File: src/include/rld_pkg.sv
// constants and types for the register lock and i/o decode block
`default_nettype none
package rld_pkg;
    // ---------------------------------------------------------------
    // widths
    // ---------------------------------------------------------------
    localparam int ADDR_W  = 16;
    localparam int DATA_W  = 16;
    localparam int LEG_W   = 10;
    localparam int IDX_W   = 6;
    localparam int IDX_LSB = 10;
    localparam int SEL_W   = 4;

    // ---------------------------------------------------------------
    // full-width ports
    // ---------------------------------------------------------------
    localparam logic [15:0] LOCK_PORT   = 16'hf073;
    localparam logic [15:0] STATUS_PORT = 16'hfc72;
    localparam logic [15:0] COPRO_CLR   = 16'h00f0;
    localparam logic [15:0] COPRO_RST   = 16'h00f1;

    // ---------------------------------------------------------------
    // protected register window, ports xx72
    // ---------------------------------------------------------------
    localparam logic [9:0] REG_LOW_FIELD  = 10'h072;
    localparam logic [5:0] IDX_FIRST      = 6'h04;
    localparam logic [5:0] IDX_EMS_PTR    = 6'h38;
    localparam logic [5:0] IDX_RTC_SHADOW = 6'h39;
    localparam logic [5:0] IDX_EMS_PAGE   = 6'h3a;

    // ---------------------------------------------------------------
    // key and status layout
    // ---------------------------------------------------------------
    localparam logic [7:0]  UNLOCK_KEY     = 8'hda;
    localparam int          ST_TOGGLE_BIT  = 15;
    localparam int          ST_DMA2_LSB    = 8;
    localparam int          ST_DMA1_LSB    = 4;
    localparam int          ST_PDIR_BIT    = 3;
    localparam int          PCTL_DIR_BIT   = 5;
    localparam logic [15:0] ST_UNUSED_VAL  = 16'h0000;
    localparam logic [15:0] RDATA_RST      = 16'h0000;
    localparam logic        TOGGLE_RST     = 1'b0;

    // ---------------------------------------------------------------
    // legacy ten-bit port ranges
    // ---------------------------------------------------------------
    localparam logic [9:0] DMA1_LO   = 10'h000;
    localparam logic [9:0] DMA1_HI   = 10'h00f;
    localparam logic [9:0] PIC1_LO   = 10'h020;
    localparam logic [9:0] PIC1_HI   = 10'h021;
    localparam logic [9:0] TIMER_LO  = 10'h040;
    localparam logic [9:0] TIMER_HI  = 10'h043;
    localparam logic [9:0] KBD_LO    = 10'h060;
    localparam logic [9:0] KBD_HI    = 10'h06f;
    localparam logic [9:0] RTC_LO    = 10'h070;
    localparam logic [9:0] RTC_HI    = 10'h07f;
    localparam logic [9:0] PAGE_LO   = 10'h080;
    localparam logic [9:0] PAGE_HI   = 10'h09f;
    localparam logic [9:0] A20_PORT  = 10'h092;
    localparam logic [9:0] PIC2_LO   = 10'h0a0;
    localparam logic [9:0] PIC2_HI   = 10'h0a1;
    localparam logic [9:0] DMA2_LO   = 10'h0c0;
    localparam logic [9:0] DMA2_HI   = 10'h0df;

    // ---------------------------------------------------------------
    // types
    // ---------------------------------------------------------------
    typedef enum logic {
        RLD_LOCKED   = 1'b0,
        RLD_UNLOCKED = 1'b1
    } rld_lock_type;

    typedef enum logic [3:0] {
        RLD_SEL_NONE   = 4'h0,
        RLD_SEL_DMA1   = 4'h1,
        RLD_SEL_PIC1   = 4'h2,
        RLD_SEL_TIMER  = 4'h3,
        RLD_SEL_KBD    = 4'h4,
        RLD_SEL_PORTB  = 4'h5,
        RLD_SEL_RTCA   = 4'h6,
        RLD_SEL_RTCD   = 4'h7,
        RLD_SEL_PAGE   = 4'h8,
        RLD_SEL_A20    = 4'h9,
        RLD_SEL_PIC2   = 4'ha,
        RLD_SEL_DMA2   = 4'hb,
        RLD_SEL_CPCLR  = 4'hc,
        RLD_SEL_CPRST  = 4'hd
    } rld_legacy_type;
endpackage
`default_nettype wire

File: src/logic/rld_decode.sv
// i/o decode and access lock gate for the configuration register file
`timescale 1ns/100ps
`default_nettype none
module rld_decode #(
    parameter int ADDR_W = rld_pkg::ADDR_W,
    parameter int DATA_W = rld_pkg::DATA_W
) (
    input  wire logic                    clk,
    input  wire logic                    rst,
    input  wire logic [ADDR_W-1:0]       io_addr,
    input  wire logic [DATA_W-1:0]       io_wdata,
    input  wire logic [1:0]              io_be,
    input  wire logic                    io_rd_stb,
    input  wire logic                    io_wr_stb,
    input  wire logic [3:0]              dma1_mask,
    input  wire logic [3:0]              dma2_mask,
    input  wire logic [7:0]              pport_ctl,
    output var  logic                    io_done_r,
    output var  logic                    io_claim_r,
    output var  logic                    at_fwd_r,
    output var  logic [DATA_W-1:0]       rdata_r,
    output var  logic                    status_rd_r,
    output var  logic                    reg_rd_r,
    output var  logic                    reg_wr_r,
    output var  logic [rld_pkg::IDX_W-1:0] reg_idx_r,
    output var  logic [DATA_W-1:0]       reg_wdata_r,
    output var  logic [1:0]              reg_be_r,
    output var  logic                    legacy_rd_r,
    output var  logic                    legacy_wr_r,
    output var  rld_pkg::rld_legacy_type legacy_sel_r,
    output var  logic                    unlocked_r
);
    // ---------------------------------------------------------------
    // decode functions
    // ---------------------------------------------------------------
    function automatic logic in_range(
        input logic [rld_pkg::LEG_W-1:0] a,
        input logic [rld_pkg::LEG_W-1:0] lo,
        input logic [rld_pkg::LEG_W-1:0] hi
    );
        in_range = (a >= lo) && (a <= hi);
    endfunction

    // ten-bit decode of the legacy ports
    function automatic rld_pkg::rld_legacy_type legacy_decode(
        input logic [rld_pkg::LEG_W-1:0] a
    );
        legacy_decode = rld_pkg::RLD_SEL_NONE;
        if (in_range(a, rld_pkg::DMA1_LO, rld_pkg::DMA1_HI)) begin
            legacy_decode = rld_pkg::RLD_SEL_DMA1;
        end else if (in_range(a, rld_pkg::PIC1_LO, rld_pkg::PIC1_HI)) begin
            legacy_decode = rld_pkg::RLD_SEL_PIC1;
        end else if (in_range(a, rld_pkg::TIMER_LO, rld_pkg::TIMER_HI)) begin
            legacy_decode = rld_pkg::RLD_SEL_TIMER;
        end else if (in_range(a, rld_pkg::KBD_LO, rld_pkg::KBD_HI)) begin
            legacy_decode = a[0] ? rld_pkg::RLD_SEL_PORTB : rld_pkg::RLD_SEL_KBD;
        end else if (in_range(a, rld_pkg::RTC_LO, rld_pkg::RTC_HI)) begin
            legacy_decode = a[0] ? rld_pkg::RLD_SEL_RTCD : rld_pkg::RLD_SEL_RTCA;
        end else if (a == rld_pkg::A20_PORT) begin
            legacy_decode = rld_pkg::RLD_SEL_A20;
        end else if (in_range(a, rld_pkg::PAGE_LO, rld_pkg::PAGE_HI)) begin
            legacy_decode = rld_pkg::RLD_SEL_PAGE;
        end else if (in_range(a, rld_pkg::PIC2_LO, rld_pkg::PIC2_HI)) begin
            legacy_decode = rld_pkg::RLD_SEL_PIC2;
        end else if (in_range(a, rld_pkg::DMA2_LO, rld_pkg::DMA2_HI)) begin
            legacy_decode = rld_pkg::RLD_SEL_DMA2;
        end
    endfunction

    // ports that stay open while locked
    function automatic logic always_open(
        input logic [rld_pkg::IDX_W-1:0] idx
    );
        always_open = (idx == rld_pkg::IDX_EMS_PTR)
                   || (idx == rld_pkg::IDX_RTC_SHADOW)
                   || (idx == rld_pkg::IDX_EMS_PAGE);
    endfunction

    // ---------------------------------------------------------------
    // declarations
    // ---------------------------------------------------------------
    rld_pkg::rld_lock_type   lock_r;
    rld_pkg::rld_lock_type   lock_nxt;
    rld_pkg::rld_legacy_type leg_sel;
    rld_pkg::rld_legacy_type leg_sel_nxt;

    logic                        acc;
    logic                        is_wr;
    logic                        is_rd;
    logic [rld_pkg::LEG_W-1:0]   addr_lo;
    logic [rld_pkg::IDX_W-1:0]   addr_idx;
    logic                        hit_lock;
    logic                        hit_status;
    logic                        hit_xx72;
    logic                        hit_cpclr;
    logic                        hit_cprst;
    logic                        hit_full;
    logic                        hit_legacy;
    logic                        is_open;
    logic                        unlocked;
    logic                        key_wr;
    logic                        key_ok;
    logic                        reg_ok;
    logic                        status_ok;
    logic                        lock_ok;
    logic                        legacy_ok;
    logic                        claim;
    logic                        status_read;
    logic                        toggle_q;
    logic [DATA_W-1:0]           status_word;

    logic                        io_done_nxt;
    logic                        io_claim_nxt;
    logic                        at_fwd_nxt;
    logic [DATA_W-1:0]           rdata_nxt;
    logic                        status_rd_nxt;
    logic                        reg_rd_nxt;
    logic                        reg_wr_nxt;
    logic [rld_pkg::IDX_W-1:0]   reg_idx_nxt;
    logic [DATA_W-1:0]           reg_wdata_nxt;
    logic [1:0]                  reg_be_nxt;
    logic                        legacy_rd_nxt;
    logic                        legacy_wr_nxt;

    // ---------------------------------------------------------------
    // cycle qualification
    // ---------------------------------------------------------------
    // a write strobe wins when both arrive together
    assign is_wr = io_wr_stb;
    assign is_rd = io_rd_stb & ~io_wr_stb;
    assign acc   = is_wr | is_rd;

    // ---------------------------------------------------------------
    // address decode
    // ---------------------------------------------------------------
    assign addr_lo  = io_addr[rld_pkg::LEG_W-1:0];
    assign addr_idx = io_addr[ADDR_W-1:rld_pkg::IDX_LSB];

    assign hit_lock   = (io_addr == rld_pkg::LOCK_PORT);
    assign hit_status = (io_addr == rld_pkg::STATUS_PORT);
    assign hit_cpclr  = (io_addr == rld_pkg::COPRO_CLR);
    assign hit_cprst  = (io_addr == rld_pkg::COPRO_RST);

    // every xx72 port from 1072 upward except the status port fc72, all bits compared
    assign hit_xx72 = (addr_lo == rld_pkg::REG_LOW_FIELD)
                   && (addr_idx >= rld_pkg::IDX_FIRST)
                   && !hit_status;

    assign hit_full = hit_lock | hit_status | hit_xx72
                    | hit_cpclr | hit_cprst;

    // upper six bits ignored for three-digit ports
    assign leg_sel    = legacy_decode(addr_lo);
    assign hit_legacy = !hit_full && (leg_sel != rld_pkg::RLD_SEL_NONE);

    assign leg_sel_nxt = hit_cpclr  ? rld_pkg::RLD_SEL_CPCLR :
                         hit_cprst  ? rld_pkg::RLD_SEL_CPRST :
                         hit_legacy ? leg_sel : rld_pkg::RLD_SEL_NONE;

    // ---------------------------------------------------------------
    // lock gate
    // ---------------------------------------------------------------
    assign unlocked = (lock_r == rld_pkg::RLD_UNLOCKED);
    assign is_open  = always_open(addr_idx);

    // protected ports answer only while unlocked
    assign reg_ok    = hit_xx72 && (is_open || unlocked);
    assign status_ok = hit_status && unlocked;

    // the lock port takes writes only; reads go out
    assign lock_ok   = hit_lock && is_wr;
    assign legacy_ok = hit_legacy || hit_cpclr || hit_cprst;

    assign claim = acc && (reg_ok || status_ok || lock_ok || legacy_ok);

    // ---------------------------------------------------------------
    // key evaluation
    // ---------------------------------------------------------------
    // only the low byte carries the key
    assign key_wr = lock_ok && io_be[0];
    assign key_ok = (io_wdata[7:0] == rld_pkg::UNLOCK_KEY);

    always_comb begin
        lock_nxt = lock_r;
        if (key_wr) begin
            unique case (key_ok)
                1'b1: begin
                    lock_nxt = rld_pkg::RLD_UNLOCKED;
                end
                1'b0: begin
                    lock_nxt = rld_pkg::RLD_LOCKED;
                end
            endcase
        end
    end

    // ---------------------------------------------------------------
    // status word
    // ---------------------------------------------------------------
    // every read of the port flips the toggle, claimed or not
    assign status_read = is_rd && hit_status;

    rld_toggle_bit u_toggle (
        .clk  (clk),
        .rst  (rst),
        .flip (status_read),
        .q_r  (toggle_q)
    );

    always_comb begin
        status_word = rld_pkg::ST_UNUSED_VAL;
        status_word[rld_pkg::ST_TOGGLE_BIT] = toggle_q;
        status_word[rld_pkg::ST_DMA2_LSB +: 4] = dma2_mask;
        status_word[rld_pkg::ST_DMA1_LSB +: 4] = dma1_mask;
        status_word[rld_pkg::ST_PDIR_BIT] = pport_ctl[rld_pkg::PCTL_DIR_BIT];
    end

    // ---------------------------------------------------------------
    // next values of the answer
    // ---------------------------------------------------------------
    assign io_done_nxt  = acc;
    assign io_claim_nxt = claim;
    assign at_fwd_nxt   = acc && !claim;

    // a write to the status port is claimed only while unlocked and stores nothing
    assign status_rd_nxt = is_rd && status_ok;
    assign rdata_nxt     = status_rd_nxt ? status_word : rdata_r;

    assign reg_rd_nxt    = is_rd && reg_ok;
    assign reg_wr_nxt    = is_wr && reg_ok;
    assign reg_idx_nxt   = reg_ok ? addr_idx : reg_idx_r;
    assign reg_wdata_nxt = reg_wr_nxt ? io_wdata : reg_wdata_r;
    assign reg_be_nxt    = reg_ok ? io_be : reg_be_r;

    assign legacy_rd_nxt = is_rd && legacy_ok;
    assign legacy_wr_nxt = is_wr && legacy_ok;

    // ---------------------------------------------------------------
    // lock state register
    // ---------------------------------------------------------------
    always_ff @(posedge clk) begin
        if (rst) begin
            lock_r <= rld_pkg::RLD_LOCKED;
        end else begin
            lock_r <= lock_nxt;
        end
    end

    // ---------------------------------------------------------------
    // cycle strobes
    // ---------------------------------------------------------------
    always_ff @(posedge clk) begin
        if (rst) begin
            io_done_r   <= 1'b0;
            io_claim_r  <= 1'b0;
            at_fwd_r    <= 1'b0;
            status_rd_r <= 1'b0;
            reg_rd_r    <= 1'b0;
            reg_wr_r    <= 1'b0;
            legacy_rd_r <= 1'b0;
            legacy_wr_r <= 1'b0;
        end else begin
            io_done_r   <= io_done_nxt;
            io_claim_r  <= io_claim_nxt;
            at_fwd_r    <= at_fwd_nxt;
            status_rd_r <= status_rd_nxt;
            reg_rd_r    <= reg_rd_nxt;
            reg_wr_r    <= reg_wr_nxt;
            legacy_rd_r <= legacy_rd_nxt;
            legacy_wr_r <= legacy_wr_nxt;
        end
    end

    // ---------------------------------------------------------------
    // data and selects
    // ---------------------------------------------------------------
    always_ff @(posedge clk) begin
        if (rst) begin
            rdata_r      <= rld_pkg::RDATA_RST;
            reg_idx_r    <= '0;
            reg_wdata_r  <= '0;
            reg_be_r     <= '0;
            legacy_sel_r <= rld_pkg::RLD_SEL_NONE;
            unlocked_r   <= 1'b0;
        end else begin
            rdata_r      <= rdata_nxt;
            reg_idx_r    <= reg_idx_nxt;
            reg_wdata_r  <= reg_wdata_nxt;
            reg_be_r     <= reg_be_nxt;
            legacy_sel_r <= acc ? leg_sel_nxt : legacy_sel_r;
            unlocked_r   <= (lock_nxt == rld_pkg::RLD_UNLOCKED);
        end
    end
endmodule
`default_nettype wire

File: src/logic/rld_toggle_bit.sv
// status toggle flip-flop that inverts on each read
`timescale 1ns/100ps
`default_nettype none
module rld_toggle_bit (
    input  wire logic clk,
    input  wire logic rst,
    input  wire logic flip,
    output var  logic q_r
);
    logic q_nxt;

    // ---------------------------------------------------------------
    // toggle
    // ---------------------------------------------------------------
    assign q_nxt = flip ? ~q_r : q_r;

    always_ff @(posedge clk) begin
        if (rst) begin
            q_r <= rld_pkg::TOGGLE_RST;
        end else begin
            q_r <= q_nxt;
        end
    end
endmodule
`default_nettype wire

File: config.mk
export PLATFORM = sky130hd
export DESIGN_NAME = rld_decode
export DESIGN_NICKNAME = d
export VERILOG_FILES = /design/src/include/rld_pkg.sv /design/src/logic/rld_decode.sv /design/src/logic/rld_toggle_bit.sv
export SDC_FILE = /design/constraint.sdc
export NUM_CORES = 1
export LEC_CHECK = 0
export BUFFER_PORTS_ARGS = -buffer_cell sky130_fd_sc_hd__buf_4
export CAP_MARGIN = 5
export CORE_ASPECT_RATIO = 0.8
export CORE_MARGIN = 2
export CORE_UTILIZATION = 45
export DETAILED_ROUTE_END_ITERATION = 12
export PLACE_DENSITY = 0.79
export SKIP_LAST_GASP = 1
export SLEW_MARGIN = 20
export SYNTH_ARGS = -nofsm -noshare
export SYNTH_HDL_FRONTEND = slang
export SYNTH_HIERARCHICAL = 1
export SYNTH_SLANG_ARGS = --single-unit
File: constraint.sdc
create_clock -name clk -period 2.45 [get_ports clk]
set_input_delay 0.245 -clock clk [delete_from_list [all_inputs] [get_ports clk]]
set_output_delay 0.245 -clock clk [all_outputs]
set_load 0.02 [all_outputs]
======== After elaboration in Yosys (flattened, before gate mapping) ========
Index checks and enable logic that the tools add are counted.
Widths: inputs -> output; s select.
storage, ports and cells
  input bits .............................. 54
  output and inout port bits .............. 53
  flip-flop bits (word level) ............. 48
  word-level logic and storage cells ...... 101
cells by class
  eq/ne operators ......................... 10
  reductions and logical operators ........ 35
  multiplexer cells ....................... 15
  bitwise logic cells ..................... 9
  magnitude comparators ................... 17
operators with widths
  operator              number
  $mux 4                12
  $eq 16x16->1 const B  2
  $eq 16x8->1 const B   2
  $ge 10x7->1 const B   3
  $ge 10x8->1 const B   3
  $le 10x7->1 const B   3
  $le 10x8->1 const B   3
  $logic_and 1x1->1     23
  $eq 6x6->1 const B    3
  $eq 10x7->1 const B   1
  $eq 10x8->1 const B   1
  $ge 10x1->1 const B   1
  $ge 10x6->1 const B   1
  $le 10x4->1 const B   1
  $le 10x6->1 const B   1
  $eq 8x8->1 const B    1
  $logic_or 1x1->1      8
  $ge 6x3->1 const B    1
  $or 1x1->1            5
  $reduce_bool 4->1     1
  $logic_not 1->1       3
  $not 1->1             3
  $mux 1                2
  $pmux 1 s2            1
  $and 1x1->1           1

======== Longest topological paths before layout ========
Gate-level depths: netlist of the first run.
  depth after elaboration ................. 19
  depth in mapped cells ................... 7
  depth with buffers taken out ............ 5

======== Cells and area by module ========
The synthesis of the first run kept the hierarchy.
by module, submodules not included
  module          area each (µm²)  instances  seq. area each (µm²)  cells each
  rld_decode      2087.0           1          940.9                 225
  rld_toggle_bit  32.5             1          20.0                  3

======== Worst setup path before layout of the first run ========
No wires, ideal clock.
  kind .................................... in2reg
  start ................................... in io_addr[0]
  end ..................................... reg reg_wdata_r[10]
  arrival time ............................ 2.089 ns
  setup time .............................. 0.128 ns
  setup slack ............................. 0.233 ns
  stages on the path ...................... 6
  data required time ...................... 2.322 ns
  path through ............................ or4b_4 > or4_4 > o2111ai_4 > buf_6 > mux2i_1 > nor2_1
on the way
  word-level cells in the longest chain between the ends .. 5
  elaborated cells on any way between the ends .. 7
ends and longest elaborated chain
  element                                               line                                  RTL
  from (decl)                                           rld_decode.sv:10                      input wire logic [ADDR_W-1:0] io_addr,
  $eq 16x16->1 or $eq 10x7->1 (tied branches)           rld_decode.sv:140, rld_decode.sv:145
  $logic_not 1->1 or $logic_and 1x1->1 (tied branches)  rld_decode.sv:147, rld_decode.sv:146
  $logic_and 1x1->1 (*)                                 rld_decode.sv:147                     && !hit_status;
  $logic_and 1x1->1 (*)                                 rld_decode.sv:167                     assign reg_ok = hit_xx72 && (is_open || unlocked);
  $logic_and 1x1->1 (*)                                 rld_decode.sv:230                     assign reg_wr_nxt = is_wr && reg_ok;
  to (signal assigned)                                  rld_decode.sv:288                     reg_wdata_r <= reg_wdata_nxt;
  to (decl)                                             rld_decode.sv:26                      output var logic [DATA_W-1:0] reg_wdata_r,
Mark *: on every way between the ends. The rest lies on a longest branch, timed or not.
A chain may end at the register's enable or synchronous reset.

======== Worst setup path after layout of the first run ========
Ends and elaborated chain as after synthesis.

==> flow_summary.json, run 1 <==
{
  "status": "finished, final reports clean",
  "numCtsBuffers": 5,
  "crit_fanout": 16,
  "clkSlewWorstSetupHoldPaths_ns": 0.09,
  "grt_pass1_vias": 1809,
  "cellPowerDensity_nw_per_um2": 479,
  "synth_area_um2": 2120,
  "hold-path-cell-count": 3,
  "avgViaCountPerCell": 5.22,
  "dieWidth_um": 80.7,
  "max_cap_viol_count": 0,
  "synth_top_area_share": 0.453,
  "clockBufferDepth": 2,
  "grt_overflow_total": 0,
  "port_buffers": 93,
  "avgSynthCellArea_um2": 9.30,
  "r2r_slack_ns": 1.04,
  "cts_resized": 0,
  "syn_to_final_growth_pct": 41.2,
  "rows": 22,
  "ys_seq_area_frac": 0.453,
  "core_um2": 4570,
  "relSlewSlack": 0.629,
  "yosysTopAreaCell": "dfxtp_1",
  "dp_hpwl_um": 3820,
  "hold_path_startpoint": "io_wdata[15]",
  "clock_sinks": 48,
  "rsz0062_at_grt": "false",
  "holdBufCountCts": 0,
  "fin_tns_setup_ns": 0,
  "drv_slew": 0,
  "grt_pass1_wl_um": 8070,
  "reg2reg_depth": 5,
  "reg2reg_to": "reg_wdata_r[10]",
  "route.vias.total": 2015,
  "track_usage": 0.198,
  "drc": 0,
  "initial_core_util": 0.464,
  "cts_tree": "built",
  "clock_skew_ns": 0.00603,
  "timing.rr.start": "unlocked_r",
  "cts_setup_buffers": 0,
  "n_antenna_cell": 0,
  "arrival_ns": 2.21,
  "crit_start": "io_addr[0]",
  "period_needed_ns": 2.02,
  "seqCellArea_um2": 961,
  "syn_inst": 228,
  "end_kind": "flop",
  "finalSetupViolCount": 0,
  "multi_input_area_um2": 1090,
  "grt_max_degree": 46,
  "wl_per_cell_um": 13.2,
  "clk_latency_ns": 0.30,
  "max_freq_mhz": 494,
  "ant_nets": 0,
  "io_pins": 107,
  "placed_area_um2": 2900,
  "synth.distinct_cells": 40,
  "die_h_um": 65.4,
  "p_leak_nw": 1.48,
  "ys_warn_count": 6,
  "vdd_drop_max_v": 0.000325,
  "hold_viol": 0,
  "fillers": 384,
  "fin_nets": 379,
  "hold_path_class": "primary input to flop",
  "drt-pass1-iter-count": 4,
  "tightestPinTransition_ns": 0.549,
  "dr.first_iter.drc_count": 134,
  "wl_um": 5080,
  "gp_congestion": 0.909,
  "required_ns": 2.63,
  "synthTopCellsByArea": "dfxtp_1 45%, mux2i_1 13%, nor2_1 8.9%",
  "antenna_found_initial": 0,
  "h-tree-depth": 2,
  "ys_ff_latch": 48,
  "ctsRootBufferMaster": "clkbuf_8",
  "critPathLaunchType": "primary input",
  "min_period_over_period": 0.826,
  "die_area_um2": 5280,
  "path_class": "primary input to flop",
  "holdPathEnd": "reg_wdata_r[15]",
  "fin_area_um2": 2990,
  "total_power_mw": 1.43,
  "drive_above_1_share": 0.347
}
-- cells by family after synthesis --
family,after synthesis,share of synthesized area
xor+xnor,1,0.00413
other cells,1,0.00177
flops,48,0.453
compound gates,31,0.106
mux,27,0.128
simple gates,105,0.265
buf+inv,15,0.0425
-- power by group --
part / internal [mW] / total (mW) / switching [mW] / leakage, nW
clock: 0.228 / 0.485 / 0.257 / 0.0434
combinational: 0.0779 / 0.161 / 0.0836 / 1.05
sequential: 0.785 / 0.787 / 0.00207 / 0.388
-- cells in the final DEF (no fill, tap or decap), types with 3 or more instances in the layout --
cell type / n
dfxtp_1: 48
nor4_1: 4
nand2b_1: 11
nand3_1: 4
buf_4: 97
nor3_1: 7
nor2_1: 50
a21oi_1: 13
mux2i_1: 27
nor2b_1: 3
nand4b_1: 3
conb_1: 6
clkbuf_8: 6
nand2_1: 6
a211oi_1: 4
-- worst max-delay path, cell delays in order --
cell	delay [ns]
buf_4	0.13
or4b_4	0.57
or4_4	0.53
o2111ai_4	0.24
buf_12	0.20
mux2i_1	0.24
nor2_1	0.05
-- layer usage --
layer	GRT usage	vias up	part of all wire
met5	0	-	0
met4	0.0699	0	0.013
met3	0.0687	7	0.11
met2	0.311	108	0.43
met1	0.253	904	0.45
li1	-	996	-
-- registers in the layout, summed over array words and instances, names as in the netlist --
signal,count
legacy_rd_r,1
io_claim_r,1
reg_wdata_r,16
unlocked_r,1
legacy_sel_r,4
rdata_r,10
legacy_wr_r,1
reg_rd_r,1
at_fwd_r,1
status_rd_r,1
reg_idx_r,6
u_toggle/q_r,1
io_done_r,1
reg_wr_r,1
reg_be_r,2
-- how the worst max path moves through the flow --
stage	end	slack (ns)	cells after the start
after global placement	reg_wdata_r[14]	0.16	7
after detailed placement	reg_wdata_r[10]	0.11	7
after floorplan	reg_wdata_r[10]	0.23	6
final	reg_wdata_r[10]	0.43	7
after global routing	reg_wdata_r[2]	0.40	7
after CTS	reg_wdata_r[10]	0.43	7
-- area by class of cell --
| type | instances | area share |
|---|---|---|
| clock inverters | 2 | 0.00502 |
| multi-input cells | 170 | 0.363 |
| flip-flops and latches | 48 | 0.321 |
| repair buffers | 99 | 0.257 |
| inverters | 1 | 0.00125 |
| clock buffers | 6 | 0.0276 |
| well taps | 60 | 0.0251 |
-- synthesized netlist by cell type (all sizes together) --
master   count
a211oi       4
a21oi       13
a22oi        1
a31oi        2
a32o         1
a41o         1
and2         2
and4b        1
buf          8
clkbuf       6
conb         1
dfxtp       48
inv          1
mux2i       27
nand2        6
nand2b      11
nand3        4
nand3b       2
nand4        2
nand4b       3
nor2        50
nor2b        3
nor3         7
nor4         4
nor4b        2
o2111ai      1
o211ai       1
o21ai        2
o21bai       1
o31ai        2
o41ai        2
or2          1
or3          1
or4          3
or4b         1
or4bb        2
xnor2        1
-- through the flow --
stage | utilization | setup slack (ns) | instances | hold WS (ns)
CTS | 0.655 | 0.430 | 386 | 0.161
finish | 0.655 | 0.427 | 386 | 0.170
floorplan | - | 0.233 | 233 | 0.317
global placement | 0.634 | 0.162 | 378 | 0.455
global route | 0.655 | 0.397 | 386 | 0.171
detailed placement | 0.634 | 0.106 | 378 | 0.462
No activity file was read; power rests on OpenSTA's default activity.
==> inputs of run 2 (changes only) <==
clock period = 2.05 ns   (was 2.45 ns; I/O delays follow)
==> run 2 against run 1 <==
Net effect: clock power up 34%; worst hold slack lost 0.031 ns; total power up 25%; die area is the same; core utilization rose by 2.2 points; non-clock buffer count grew 12; sequential share of layout area down 1.0 points; cell area increased by 3.3%; sequential power up 20%; first-iteration DRC count shrank 24%; critical path depth is the same; largest cell class unchanged.
==> flow_summary.json, run 2 (synthesis gave the netlist of run 1 again) <==
{
  "clkSlewWorstSetupHoldPaths_ns": 0.09,
  "hold_viol": 0,
  "final_cell_mix": "109 x buf_4, 50 x nor2_1, 48 x dfxtp_1, 27 x mux2i_1, 13 x a21oi_1",
  "seqCellArea_um2": 961,
  "required_ns": 2.22,
  "hold_slack_ns": 0.139,
  "regMostFlops": "reg_wdata_r",
  "multi_input_area_um2": 1090,
  "antenna_found_initial": 0,
  "post-place-ws_ns": -0.166,
  "ant_nets": 0,
  "dr.first_iter.drc_count": 102,
  "max_freq_mhz": 524,
  "wl_um": 5300,
  "h-tree-depth": 2,
  "drc": 0,
  "grt_pass1_wl_um": 8550,
  "grt_pass1_vias": 1891,
  "route.vias.total": 1987,
  "fin_nets": 391,
  "layout_commonest_cell": "buf_4",
  "cts_setup_buffers": 0,
  "crit_fanout": 16,
  "die_h_um": 65.4,
  "top_regs": "reg_wdata_r x16, rdata_r x10, reg_idx_r x6",
  "worst_slack_ns": 0.142,
  "rows": 22,
  "cellPowerDensity_nw_per_um2": 581,
  "swShare": 0.219,
  "p_clk_frac": 0.362,
  "rsz0062_at_grt": "false",
  "avgViaCountPerCell": 4.99,
  "fillers": 386,
  "max_cap_viol_count": 0,
  "finalSetupViolCount": 0,
  "clock_sinks": 48,
  "clk_latency_ns": 0.29,
  "clockBufferDepth": 2,
  "dieWidth_um": 80.7,
  "holdBufCountCts": 0,
  "gp_congestion": 0.887,
  "cts_tree": "built",
  "power_frac_seq": 0.524,
  "min_period_over_period": 0.931,
  "numCtsBuffers": 5,
  "drv_slew": 0,
  "status": "finished, final reports clean",
  "die_area_um2": 5280,
  "drt-pass1-iter-count": 4,
  "wl_per_cell_um": 13.3,
  "ctsRootBufferMaster": "clkbuf_8",
  "syn_to_final_growth_pct": 45.9,
  "internal_power_mw": 1.40,
  "p_leak_nw": 1.55,
  "end_kind": "flop",
  "critPathLaunchType": "primary input",
  "port_buffers": 93,
  "track_usage": 0.206,
  "dp_hpwl_um": 3990,
  "n_antenna_cell": 0,
  "period_needed_ns": 1.91,
  "initial_core_util": 0.464,
  "largest_reg_flops": 16,
  "grt_overflow_total": 0,
  "grt_max_degree": 46,
  "path_class": "primary input to flop",
  "clock_skew_ns": 0.00584,
  "hold_path_class": "primary input to flop",
  "comb_power_share": 0.114,
  "final_core_util": 0.677,
  "vdd_drop_max_v": 0.000455,
  "cts_resized": 0,
  "drive_above_1_share": 0.367,
  "switchingPower_mw": 0.393,
  "io_pins": 107,
  "core_um2": 4570,
  "total_power_mw": 1.80,
  "arrival_ns": 2.08
}
[run 2: worst paths after layout]
| kind | startpoint | end | slack [ns] | cells after the start |
|---|---|---|---|---|
| min reg2reg | rdata_r[10] | rdata_r[10] | 0.48 | 2 |
| max reg2reg | unlocked_r | reg_wdata_r[13] | 0.66 | 5 |
| min | io_wdata[9] | reg_wdata_r[9] | 0.14 | 3 |
| max | io_addr[0] | reg_wdata_r[13] | 0.14 | 7 |
[run 2: final cells by class]
| class | instances | share of cell area |
|---|---|---|
| sequential | 48 | 0.311 |
| inverter | 1 | 0.00121 |
| multi-input combinational | 170 | 0.352 |
| timing repair buffer | 111 | 0.278 |
| clock inverter | 2 | 0.0113 |
| clock buffer | 6 | 0.0235 |
| tap | 60 | 0.0243 |
[run 2: power by group through the flow]
stage / clock network (mW) / registers [mW] / logic (mW)
finish: 0.650 / 0.941 / 0.205
detailed placement: 0 / 0.963 / 0.204
CTS: 0.666 / 0.941 / 0.205
floorplan: 0 / 0.972 / 0.0818
global placement: 0 / 0.963 / 0.201
global route: 0.704 / 0.942 / 0.224
[run 2: routing by layer]
metal,track usage,routed length (um),vias to the layer above,share of wire
met5,0,0,-,0
met4,0.0487,25,0,0.0047
met3,0.0783,597,2,0.11
met2,0.325,2340,88,0.44
met1,0.269,2330,883,0.44
li1,-,-,1014,-
[run 2: critical path, stage by stage]
cell	delay, ns
buf_4	0.11
or4b_4	0.54
or4_4	0.53
o2111ai_4	0.23
buf_12	0.20
mux2i_1	0.21
nor2_1	0.06
[run 2: stage by stage]
step                instances  area, um^2  setup TNS, ns
global route              398        3090              0
finish                    398        3090              0
detailed placement        390        2990          -3.69
floorplan                 233        2140          -1.59
global placement          390        2990          -3.29
CTS                       398        3090              0
==> inputs of run 3 (changes only) <==
==> constraint.sdc (replaced) <==
create_clock -name clk -period 2.05 [get_ports clk]
set_input_delay 0.41 -clock clk [delete_from_list [all_inputs] [get_ports clk]]
set_output_delay 0.41 -clock clk [all_outputs]
set_load 0.02 [all_outputs]
==> run 3 against run 2 <==
Net effect: the flow now finishes with violations (setup timing); setup slack lost 0.20 ns; clock skew barely moved; register-to-register slack lost 0.04 ns; first-iteration DRC count unchanged; sequential power about the same; worst hold slack improved by 0.21 ns; critical endpoint is now reg_wdata_r[3].
==> flow_summary.json, run 3 (synthesis gave the netlist of run 1 again) <==
{
  "status": "finished with violations",
  "violations": "setup timing",
  "clockBufferDepth": 2,
  "grt_pass1_vias": 1857,
  "clock_sinks": 48,
  "io_pins": 107,
  "ctsRootBufferMaster": "clkbuf_8",
  "antenna_found_initial": 0,
  "final_core_util": 0.696,
  "dieWidth_um": 80.7,
  "reg2reg_to": "reg_wdata_r[3]",
  "hold-path-cell-count": 3,
  "route.vias.total": 2080,
  "cts_tree": "built",
  "clock_skew_ns": 0.00583,
  "p_leak_nw": 1.58,
  "numCtsBuffers": 5,
  "worst_slack_ns": -0.0555,
  "n_antenna_cell": 0,
  "hold_slack_ns": 0.344,
  "final_cell_mix": "118 x buf_4, 50 x nor2_1, 48 x dfxtp_1, 26 x mux2i_1, 13 x a21oi_1",
  "h-tree-depth": 2,
  "multi_input_area_um2": 1100,
  "ant_nets": 0,
  "cp_slowest_stage_delay_ns": 0.54,
  "seqCellArea_um2": 961,
  "critPathLaunchType": "primary input",
  "max_cap_viol_count": 0,
  "largest_reg_flops": 16,
  "instances_no_fill": 407,
  "grt_overflow_total": 0,
  "hold_path_startpoint": "io_wdata[9]",
  "reg2reg_depth": 5,
  "path_cells": "buf_4, or4b_4, or4_4, o2111ai_4, buf_12, mux2i_1, nor2_1",
  "hold_viol": 0,
  "dp_hpwl_um": 4070,
  "min_period_over_period": 1.03,
  "regMostFlops": "reg_wdata_r",
  "grt_pass1_wl_um": 8400,
  "place_inst": 398,
  "initial_core_util": 0.464,
  "rsz0062_at_grt": "true",
  "gp_congestion": 0.873,
  "arrival_ns": 2.27,
  "drc": 0,
  "required_ns": 2.22,
  "die_area_um2": 5280,
  "fillers": 393,
  "die_h_um": 65.4,
  "vdd_drop_max_v": 0.000477,
  "cellPowerDensity_nw_per_um2": 547,
  "dr.first_iter.drc_count": 102,
  "core_um2": 4570,
  "avgViaCountPerCell": 5.11,
  "grt_max_degree": 46,
  "clkSlewWorstSetupHoldPaths_ns": 0.08,
  "drv_slew": 0,
  "path_class": "primary input to flop",
  "drt-pass1-iter-count": 5,
  "crit_family": "simple AND/OR/NAND/NOR gates",
  "drive_above_1_share": 0.392,
  "cp_slowest_cell": "or4_4",
  "track_usage": 0.204,
  "post-place-ws_ns": -0.378,
  "top_regs": "reg_wdata_r x16, rdata_r x10, reg_idx_r x6",
  "rows": 22,
  "end_kind": "flop",
  "r2r_slack_ns": 0.62,
  "period_needed_ns": 2.11,
  "clk_latency_ns": 0.29,
  "hold_path_class": "primary input to flop",
  "timing.rr.start": "unlocked_r",
  "fin_nets": 401,
  "syn_to_final_growth_pct": 49.9,
  "port_buffers": 93,
  "holdPathEnd": "reg_wdata_r[9]",
  "layout_commonest_cell": "buf_4",
  "holdBufCountCts": 0,
  "finalSetupViolCount": 18,
  "wl_um": 5320,
  "crit_buf_inv": 2,
  "crit_fanout": 16,
  "max_freq_mhz": 475,
  "wl_per_cell_um": 13.1
}
==> run 3: worst min-delay path, stage by stage <==
cell and delay (ns):
buf_4 0.07, mux2i_1 0.05, nor2_1 0.07
==> run 3: layout make-up <==
type,count,area share
clock buffers,7,0.0303
multi-input cells,170,0.348
inverters,1,0.00118
repair buffers,121,0.295
flip-flops and latches,48,0.302
well taps,60,0.0236
==> run 3: worst max path at each step <==
stage | from | endpoint | slack (ns) | cells after the start
2_1_floorplan | io_addr[0] | reg_wdata_r[10] | -0.31 | 6
6_report | io_addr[2] | reg_wdata_r[3] | -0.06 | 7
4_1_cts | io_addr[2] | reg_wdata_r[3] | -0.07 | 7
3_3_place_gp | io_addr[0] | reg_wdata_r[14] | -0.33 | 7
3_5_place_dp | io_addr[0] | reg_wdata_r[3] | -0.38 | 7
5_1_grt | io_addr[0] | reg_wdata_r[7] | -0.13 | 7
==> run 3: through the flow <==
step           total power, mW  setup TNS (ns)  area (um^2)
6_report                  1.74          -0.538         3180
3_3_place_gp              1.17          -11.14         3050
5_1_grt                   1.81           -1.98         3180
2_1_floorplan             1.05           -6.13         2140
3_5_place_dp              1.18          -11.93         3050
4_1_cts                   1.75          -0.744         3150
==> run 3: power breakdown <==
group / internal (mW) / switching (mW) / leakage, nW
Combinational: 0.112 / 0.105 / 1.14
Sequential: 0.938 / 0.00256 / 0.388
Clock: 0.300 / 0.282 / 0.0503
==> run 3: what timing repair did <==
| action | 4_1_cts | 5_1_grt |
|---|---|---|
| pin swaps | 1 | 1 |
| gates resized for setup | 2 | 2 |
| endpoints found under the setup margin | 22 | 24 |
| setup buffers | 0 | 2 |
==> run 3: layer usage <==
layer | global-route usage | wire (um) | up-vias
li1 | - | - | 1040
met1 | 0.250 | 2350 | 949
met2 | 0.344 | 2410 | 86
met3 | 0.0687 | 523 | 5
met4 | 0.0572 | 38 | 0
met5 | 0 | 0 | -
